**src/ifr_pkg.sv**
```systemverilog
// Constants, register map and carrier types for the interrupt flag router.
// Assumes a single clock domain and a simple strobe-driven register port.
`default_nettype none

package ifr_pkg;

  // ==========================================================================
  // Source counts
  localparam int NUM_EXT = 12;
  localparam int NUM_CHIP = 4;
  localparam int NUM_SRC = NUM_EXT + NUM_CHIP;
  localparam int IDX_W = 4;

  // ==========================================================================
  // Register byte offsets
  localparam logic [7:0] OFS_FLAG_STATUS = 8'h00;
  localparam logic [7:0] OFS_FLAG_ENABLE = 8'h04;
  localparam logic [7:0] OFS_FAST_SELECT = 8'h08;
  localparam logic [7:0] OFS_VECTOR_BASE = 8'h0C;
  localparam logic [7:0] OFS_VECTOR_SIZE = 8'h10;
  localparam logic [7:0] OFS_VECTOR_ADDR = 8'h14;
  localparam logic [7:0] OFS_ACTIVE = 8'h18;
  localparam logic [7:0] OFS_SIG_STATUS = 8'h1C;
  localparam logic [7:0] OFS_SIG_CLEAR = 8'h20;
  localparam logic [7:0] OFS_RAW_LEVEL = 8'h24;

  // ==========================================================================
  // Vector size field: spacing in bytes is one shifted left by the code
  localparam int VSZ_W = 2;
  localparam logic [VSZ_W-1:0] VSZ_RESET = 2'h0;       // Comes up at 1 byte
  localparam logic [VSZ_W-1:0] VSZ_DOC_DEFAULT = 2'h2; // Intended 4 bytes

  // ==========================================================================
  // Reset values and field positions
  localparam logic [31:0] VECTOR_BASE_RESET = 32'h0000_0000;
  localparam logic [NUM_SRC-1:0] ENABLE_RESET = 16'h0000;
  localparam logic [NUM_SRC-1:0] FAST_SELECT_RESET = 16'h0000;
  localparam int ACTIVE_VALID_BIT = 31;
  localparam int ACTIVE_FAST_BIT = 30;
  localparam logic [31:0] READ_IDLE = 32'h0000_0000;

  // ==========================================================================
  // Register port request carrier
  typedef struct packed {
    logic [7:0] addr;
    logic [31:0] wdata;
    logic wr;
    logic rd;
  } ifr_req_t;

endpackage : ifr_pkg

`default_nettype wire

```
**src/ifr_chip_signal.sv**
```systemverilog
// Chip signal status bits that software sets and clears, each driving one
// chip-level interrupt line. Assumes write strobes are one cycle long.
`default_nettype none

module ifr_chip_signal
  import ifr_pkg::*;
(
  input wire logic clock,
  input wire logic reset_n,
  input wire logic set_we,
  input wire logic clr_we,
  input wire logic [NUM_CHIP-1:0] wdata,
  output logic [NUM_CHIP-1:0] status
);

  logic [NUM_CHIP-1:0] next_status;

  // ==========================================================================
  // Write one to set, write one to the clear port to drop the line
  assign next_status = set_we ? (status | wdata) : clr_we ? (status & ~wdata) : status;

  // Status bit is the line itself, held for as long as the bit stays set
  always_ff @(posedge clock) begin
    if (!reset_n) begin
      status <= '0;
    end else begin
      status <= next_status;
    end
  end

endmodule : ifr_chip_signal

`default_nettype wire

```
**src/ifr_edge_detect.sv**
```systemverilog
// Synchronises external interrupt pins and finds their rising edges.
// Assumes the pins are asynchronous to CLOCK; outputs are in the CLOCK domain.
`default_nettype none

module ifr_edge_detect
  import ifr_pkg::*;
(
  input wire logic clock,
  input wire logic reset_n,
  input wire logic [NUM_EXT-1:0] pin_in,
  output logic [NUM_EXT-1:0] level,
  output logic [NUM_EXT-1:0] rise
);

  // ==========================================================================
  // Per-pin two-stage synchroniser and edge finder
  genvar g;
  generate
    for (g = 0; g < NUM_EXT; g++) begin : g_pin
      logic meta;
      logic sync;
      logic prev;
      // First stage feeds only the second stage
      always_ff @(posedge clock) begin
        if (!reset_n) begin
          meta <= 1'b0;
          sync <= 1'b0;
          prev <= 1'b0;
        end else begin
          meta <= pin_in[g];
          sync <= meta;
          prev <= sync;
        end
      end
      // One pulse per rising transition
      assign rise[g] = sync & ~prev;
      assign level[g] = sync;
    end
  endgenerate

endmodule : ifr_edge_detect

`default_nettype wire

```
**src/ifr_top.sv**
```systemverilog
// Interrupt flag router: holds one flag per source and routes enabled flags
// to a fast and a normal request, with a priority vector for the winner.
// Assumes one clock, a synchronous active-low reset and a strobed register port.
//
// Chosen here: the address-and-strobe port and the address map.
`default_nettype none

module ifr_top
  import ifr_pkg::*;
(
  input wire logic CLOCK,
  input wire logic RESET_N,
  input wire ifr_req_t REQ,
  output logic [31:0] RDATA,
  input wire logic [NUM_EXT-1:0] SRC_IN,
  output logic [NUM_CHIP-1:0] CHIP_INT,
  output logic FAST_REQ,
  output logic NORMAL_REQ,
  output logic [31:0] VECTOR
);

  // ==========================================================================
  // Declarations
  logic [NUM_SRC-1:0] flags;
  logic [NUM_SRC-1:0] enable;
  logic [NUM_SRC-1:0] fast_select;
  logic [31:0] vector_base;
  logic [VSZ_W-1:0] vector_size_register;
  logic [NUM_SRC-1:0] next_flags;
  logic [NUM_SRC-1:0] set_events;
  logic [NUM_SRC-1:0] clr_mask;
  logic [NUM_EXT-1:0] ext_level;
  logic [NUM_EXT-1:0] ext_rise;
  logic [NUM_CHIP-1:0] chip_level_interrupt_n;
  logic [NUM_SRC-1:0] pending;
  logic [NUM_SRC-1:0] fast_pend;
  logic [NUM_SRC-1:0] norm_pend;
  logic any_fast;
  logic any_norm;
  logic any_pend;
  logic [IDX_W-1:0] fast_idx;
  logic [IDX_W-1:0] norm_idx;
  logic [IDX_W-1:0] act_idx;
  logic [31:0] vec_offset;
  logic [31:0] next_vector;
  logic [31:0] active_word;
  logic [31:0] read_word;
  logic [31:0] next_rdata;

  // ==========================================================================
  // Priority encoder: lowest numbered set bit wins
  function automatic logic [IDX_W-1:0] first_set(input logic [NUM_SRC-1:0] v);
    logic [IDX_W-1:0] idx;
    idx = '0;
    for (int i = NUM_SRC - 1; i >= 0; i--) begin
      if (v[i]) begin
        idx = IDX_W'(i);
      end
    end
    return idx;
  endfunction : first_set

  // ==========================================================================
  // Address decode
  wire wr_flag_status = REQ.wr && (REQ.addr == OFS_FLAG_STATUS);
  wire wr_flag_enable = REQ.wr && (REQ.addr == OFS_FLAG_ENABLE);
  wire wr_fast_select = REQ.wr && (REQ.addr == OFS_FAST_SELECT);
  wire wr_vector_base = REQ.wr && (REQ.addr == OFS_VECTOR_BASE);
  wire wr_vector_size = REQ.wr && (REQ.addr == OFS_VECTOR_SIZE);
  wire wr_sig_status = REQ.wr && (REQ.addr == OFS_SIG_STATUS);
  wire wr_sig_clear = REQ.wr && (REQ.addr == OFS_SIG_CLEAR);

  // ==========================================================================
  // External pins: synchronised, one event per rising edge
  ifr_edge_detect u_edge (
    .clock(CLOCK),
    .reset_n(RESET_N),
    .pin_in(SRC_IN),
    .level(ext_level),
    .rise(ext_rise)
  );

  // ==========================================================================
  // Chip signal status bits and their chip-level lines
  ifr_chip_signal u_chip (
    .clock(CLOCK),
    .reset_n(RESET_N),
    .set_we(wr_sig_status),
    .clr_we(wr_sig_clear),
    .wdata(REQ.wdata[NUM_CHIP-1:0]),
    .status(chip_level_interrupt_n)
  );

  // ==========================================================================
  // Event detection
  // External sources give one pulse per rising edge. Chip-level lines are
  // levels but detection expects pulses, so every cycle a line stays high
  // counts as a fresh pulse and re-arms a flag that software just cleared.
  assign set_events = {chip_level_interrupt_n, ext_rise};

  // Write-one-to-clear mask from software
  assign clr_mask = wr_flag_status ? REQ.wdata[NUM_SRC-1:0] : '0;

  // Single flag per source; a new event in the clearing cycle wins
  assign next_flags = (flags & ~clr_mask) | set_events;

  // Flag register
  always_ff @(posedge CLOCK) begin
    if (!RESET_N) begin
      flags <= '0;
    end else begin
      flags <= next_flags;
    end
  end

  // ==========================================================================
  // Configuration registers
  always_ff @(posedge CLOCK) begin
    if (!RESET_N) begin
      enable <= ENABLE_RESET;
      fast_select <= FAST_SELECT_RESET;
      vector_base <= VECTOR_BASE_RESET;
    end else begin
      if (wr_flag_enable) begin
        enable <= REQ.wdata[NUM_SRC-1:0];
      end
      if (wr_fast_select) begin
        fast_select <= REQ.wdata[NUM_SRC-1:0];
      end
      if (wr_vector_base) begin
        vector_base <= REQ.wdata;
      end
    end
  end

  // Vector size comes up at the 1-byte code rather than the 4-byte default
  always_ff @(posedge CLOCK) begin
    if (!RESET_N) begin
      vector_size_register <= VSZ_RESET;
    end else if (wr_vector_size) begin
      vector_size_register <= REQ.wdata[VSZ_W-1:0];
    end
  end

  // ==========================================================================
  // Routing onto the two processor requests
  assign pending = flags & enable;
  assign fast_pend = pending & fast_select;
  assign norm_pend = pending & ~fast_select;
  assign any_fast = |fast_pend;
  assign any_norm = |norm_pend;
  assign any_pend = any_fast | any_norm;

  // Winner: fast sources first, then the lowest numbered source
  assign fast_idx = first_set(fast_pend);
  assign norm_idx = first_set(norm_pend);
  assign act_idx = any_fast ? fast_idx : norm_idx;

  // Entry spacing is one byte shifted by the vector size code
  assign vec_offset = {{(32 - IDX_W){1'b0}}, act_idx} << vector_size_register;
  assign next_vector = any_pend ? (vector_base + vec_offset) : vector_base;

  // Active word: valid, fast flag and winning index
  assign active_word = {any_pend, any_fast, {(30 - IDX_W){1'b0}}, act_idx};

  // Requests and vector, registered so outputs come from flip-flops
  always_ff @(posedge CLOCK) begin
    if (!RESET_N) begin
      FAST_REQ <= 1'b0;
      NORMAL_REQ <= 1'b0;
      VECTOR <= VECTOR_BASE_RESET;
    end else begin
      FAST_REQ <= any_fast;
      NORMAL_REQ <= any_norm;
      VECTOR <= next_vector;
    end
  end

  // Chip-level lines are observable at the pins
  always_ff @(posedge CLOCK) begin
    if (!RESET_N) begin
      CHIP_INT <= '0;
    end else begin
      CHIP_INT <= chip_level_interrupt_n;
    end
  end

  // ==========================================================================
  // Read mux: unmapped offsets read zero
  assign read_word =
    (REQ.addr == OFS_FLAG_STATUS) ? {{(32 - NUM_SRC){1'b0}}, flags} :
    (REQ.addr == OFS_FLAG_ENABLE) ? {{(32 - NUM_SRC){1'b0}}, enable} :
    (REQ.addr == OFS_FAST_SELECT) ? {{(32 - NUM_SRC){1'b0}}, fast_select} :
    (REQ.addr == OFS_VECTOR_BASE) ? vector_base :
    (REQ.addr == OFS_VECTOR_SIZE) ? {{(32 - VSZ_W){1'b0}}, vector_size_register} :
    (REQ.addr == OFS_VECTOR_ADDR) ? next_vector :
    (REQ.addr == OFS_ACTIVE) ? active_word :
    (REQ.addr == OFS_SIG_STATUS) ? {{(32 - NUM_CHIP){1'b0}}, chip_level_interrupt_n} :
    (REQ.addr == OFS_SIG_CLEAR) ? {{(32 - NUM_CHIP){1'b0}}, chip_level_interrupt_n} :
    (REQ.addr == OFS_RAW_LEVEL) ? {{(32 - NUM_EXT){1'b0}}, ext_level} :
    READ_IDLE;

  // Read data stand only in the cycle after the read strobe
  assign next_rdata = REQ.rd ? read_word : READ_IDLE;

  always_ff @(posedge CLOCK) begin
    if (!RESET_N) begin
      RDATA <= READ_IDLE;
    end else begin
      RDATA <= next_rdata;
    end
  end

endmodule : ifr_top

`default_nettype wire

```
**config.mk**
```make
export PLATFORM = sky130hd
export DESIGN_NAME = ifr_top
export DESIGN_NICKNAME = d
export VERILOG_FILES = /design/src/ifr_pkg.sv /design/src/ifr_chip_signal.sv /design/src/ifr_edge_detect.sv /design/src/ifr_top.sv
export SDC_FILE = /design/constraint.sdc
export NUM_CORES = 1
export LEC_CHECK = 0
export BUFFER_PORTS_ARGS = -buffer_cell sky130_fd_sc_hd__buf_2
export CAP_MARGIN = 0
export CORE_ASPECT_RATIO = 1.2
export CORE_MARGIN = 2
export CORE_UTILIZATION = 25
export CTS_BUF_LIST = sky130_fd_sc_hd__clkbuf_16
export CTS_CLUSTER_SIZE = 10
export DETAILED_ROUTE_END_ITERATION = 10
export PLACE_DENSITY = 0.45
export RECOVER_POWER = 25
export REMOVE_ABC_BUFFERS = 1
export SLEW_MARGIN = 20
export SYNTH_ARGS = -nofsm -noshare
export SYNTH_HDL_FRONTEND = slang
export SYNTH_SLANG_ARGS = --single-unit
```
**constraint.sdc**
```tcl
create_clock -name CLOCK -period 3.7 [get_ports CLOCK]
set_input_delay 0.74 -clock CLOCK [delete_from_list [all_inputs] [get_ports CLOCK]]
set_output_delay 0.74 -clock CLOCK [all_outputs]
set_load 0.01 [all_outputs]
```
==> results.py <==
metrics = {
    "status": {
        "outcome": "finished, violations left",
        "violations": "capacitance limit, slew limit, setup timing",
    },
    "clock_network": {
        "clk_path_buf_depth": 2,
        "htreeDepth": 4,
        "postCtsHoldBufs": 0,
        "insertion_delay_ns": 0.46,
        "path_clk_slew_ns": 0.08,
        "clkSinkCount": 192,
        "cts_buffers": 17,
        "tritoncts": "built",
        "cts.root.buffer_cell": "clkbuf_16",
    },
    "critical_path": {
        "reg2regPathDepth": 16,
        "path_class": "register to register",
        "crit_arrival_ns": 4.17,
        "crit_required_ns": 4.08,
        "startpoint_type": "register",
        "cp-end-kind": "register",
        "crit_path_max_fanout": 5,
    },
    "min_path": {
        "hold_path_depth": 1,
        "min_path_type": "register to register",
    },
    "timing": {
        "finalWorstSetupSlack_ns": -0.0892,
        "fmax_mhz": 264,
        "setup_viol": 21,
        "post-route-min-period_ns": 3.79,
        "worstMarginPinSlew_ns": 2.11,
        "maxSlewHeadroom": -0.408,
        "finClkSkew_ns": 0.0165,
        "rsz0062_at_grt": "yes",
        "period_share": 1.02,
        "slew_viol_final": 49,
        "hold_violations": 0,
    },
    "global_route": {
        "track_usage": 0.188,
        "grt_max_degree": 99,
        "grt_remaining_overflow": 0,
        "grt_antenna_before_repair": 1,
        "grt_pass1_wl_um": 52400,
        "grt_pass1_vias": 8632,
    },
    "floorplan": {
        "die_w_um": 175,
        "initial_core_util": 0.252,
        "die_y_um": 209,
        "std_cell_rows": 75,
        "io_pins": 126,
        "dieArea_um2": 36500,
        "core_um2": 34700,
    },
    "logic_synthesis": {
        "syn_inst": 1066,
        "ys_async_sr_fraction": 0,
        "synth_cell_types": 67,
        "seq_area_frac_synth": 0.439,
        "ys_warn_count": 0,
        "syn_area_um2": 8750,
        "synth_flop_cell": "dfxtp_1",
        "synth_edf_count": 0,
        "avgSynthCellArea_um2": 8.21,
        "ys_ff_latch": 192,
    },
    "place": {
        "placed_area_um2": 11000,
        "dp_slack_ns": -0.863,
        "place.gp.congestion": 0.939,
        "port_buffers": 125,
        "place_hpwl_um": 24300,
        "dp.cells": 1760,
    },
    "drt": {
        "wl_per_cell_um": 19.1,
        "first_pass_iters": 5,
        "detail-route-antenna-nets": 0,
        "wl_um": 34900,
        "drtIter0Drc": 593,
        "via_per_inst": 4.88,
        "route.vias.total": 8888,
        "route.detailed.drc": 0,
    },
    "cells_and_area": {
        "syn2layout_area_growth_pct": 43.9,
        "drive_gt1_frac": 0.347,
        "nets": 1411,
        "num-fill-cells": 3632,
        "final_cell_mix": "174 x dfxtp_1, 174 x nand2_1, 166 x buf_4",
        "fin_cells": 1822,
        "diodes": 0,
        "stdcell_area_um2": 12600,
    },
    "run": {
        "max-cap-violations": 1,
    },
    "power": {
        "vdd_drop_max_uv": 277,
        "powerDensity_nw_per_um2": 332,
        "p_leak_nw": 5.02,
        "p_total_w": 0.00418,
    },
}
[path summary, 6_finish.rpt]
| check | start | to | slack (ns) |
|---|---|---|---|
| max | enable[15] | RDATA[8] | -0.09 |
| min reg2reg | u_edge.g_pin[5].meta | u_edge.g_pin[5].sync | 0.44 |
| min | u_edge.g_pin[5].meta | u_edge.g_pin[5].sync | 0.44 |
| max reg2reg | enable[15] | RDATA[8] | -0.09 |
[power by group]
group	total (W)	leakage [nW]	internal (W)	switching [W]
Combinational	0.000203	3.18	0.0000730	0.000130
Sequential	0.00210	1.56	0.00209	0.0000134
Clock	0.00188	0.281	0.000951	0.000928
[cell type report]
class	instances	area (um2)	share of cell area
clock buffers	17	425	0.0338
inverters	10	38.8	0.00308
flip-flops and latches	192	3870	0.307
repair buffers	320	2210	0.176
clock inverters	15	158	0.0125
multi-input cells	806	5310	0.421
well taps	462	578	0.0459
[cell families (layout without fill, tap and decap cells)]
kind of cell	count (synthesis)	count (layout)	share of synthesized area
fa+ha+maj	8	8	0.0123
flops	192	192	0.439
simple gates	479	479	0.272
xor+xnor	23	23	0.0230
compound gates	276	276	0.197
buf+inv	68	362	0.0337
mux	20	20	0.0229
[routing by layer]
metal / part of all wire / track usage / vias up
li1: - / - / 4324
met1: 0.44 / 0.237 / 4217
met2: 0.48 / 0.321 / 272
met3: 0.046 / 0.0289 / 73
met4: 0.040 / 0.0770 / 2
met5: 0.00032 / 0 / -
[timing repair]
| action | CTS | global route |
|---|---|---|
| gates cloned | 0 | 0 |
| resized for setup | 81 | 114 |
| pin swaps | 26 | 63 |
| endpoints found under the setup margin | 55 | 55 |
| setup buffers | 12 | 21 |
[cell usage after synthesis (all sizes together), types with 3 or more instances]
library cell    n  area (um2)
a211oi          8        65.1
a221oi          4        52.6
nor3           11        65.1
a222oi          3        30.0
a211o           7        61.3
clkbuf         43         161
a22oi           7        52.6
nor4            5        52.6
o31ai           4        30.0
a31oi          17         106
o21ai          47         235
buf            15        96.3
a21oi         121         606
inv            10        37.5
a221o           3        30.0
o211ai          6        45.0
or3             5        31.3
and3           13        81.3
a21boi          7        52.6
o21a            8        60.1
nand4           9        56.3
nor3b           4        30.0
o211a           4        40.0
a41oi           4        35.0
mux2i          20         200
nor2b          29         181
o22ai           4        31.3
nor2           74         294
xnor2           8        70.1
o2111ai         8        70.1
xor2           15         131
nand2b         10        62.6
and2           51         319
nand3b         13        97.6
ha              7        87.6
and4            4        35.0
dfxtp         192        3840
and3b           5        43.8
nand2         185         702
nand3          55         275
a22o            4        35.0
[worst max-delay path, stage by stage, from the launching register on]
cell and delay, ns:
dfxtp_4 0.36, nand3_4 0.07, nand4_1 0.15, or4_4 0.59, buf_6 0.14, o2111ai_4 0.08, nand3_4 0.13, buf_6 0.15
a211o_1 0.30, fa_2 0.39, nor2b_2 0.14, o21a_4 0.16, o21ai_4 0.08, a221o_2 0.47, nor3b_4 0.24, o21ai_2 0.12
a21oi_2 0.14
[registers in the layout, indices dropped and copies added, names as in the netlist, 16 cells and up, named ones only]
| signal | cells |
|---|---|
| RDATA | 32 |
| VECTOR | 32 |
| vector_base | 32 |
| enable | 16 |
| fast_select | 16 |
| flags | 16 |
[per-stage QoR]
step / hold slack (ns) / setup TNS, ns / utilization
after floorplan: 0.412 / -5.90 / -
after global placement: 0.415 / -23.97 / 0.317
after detailed placement: 0.418 / -21.14 / 0.317
after CTS: 0.437 / -1.32 / 0.345
after global routing: 0.461 / -6.48 / 0.363
final: 0.436 / -0.826 / 0.363
Note: power is estimated with default switching activity, not from simulation.
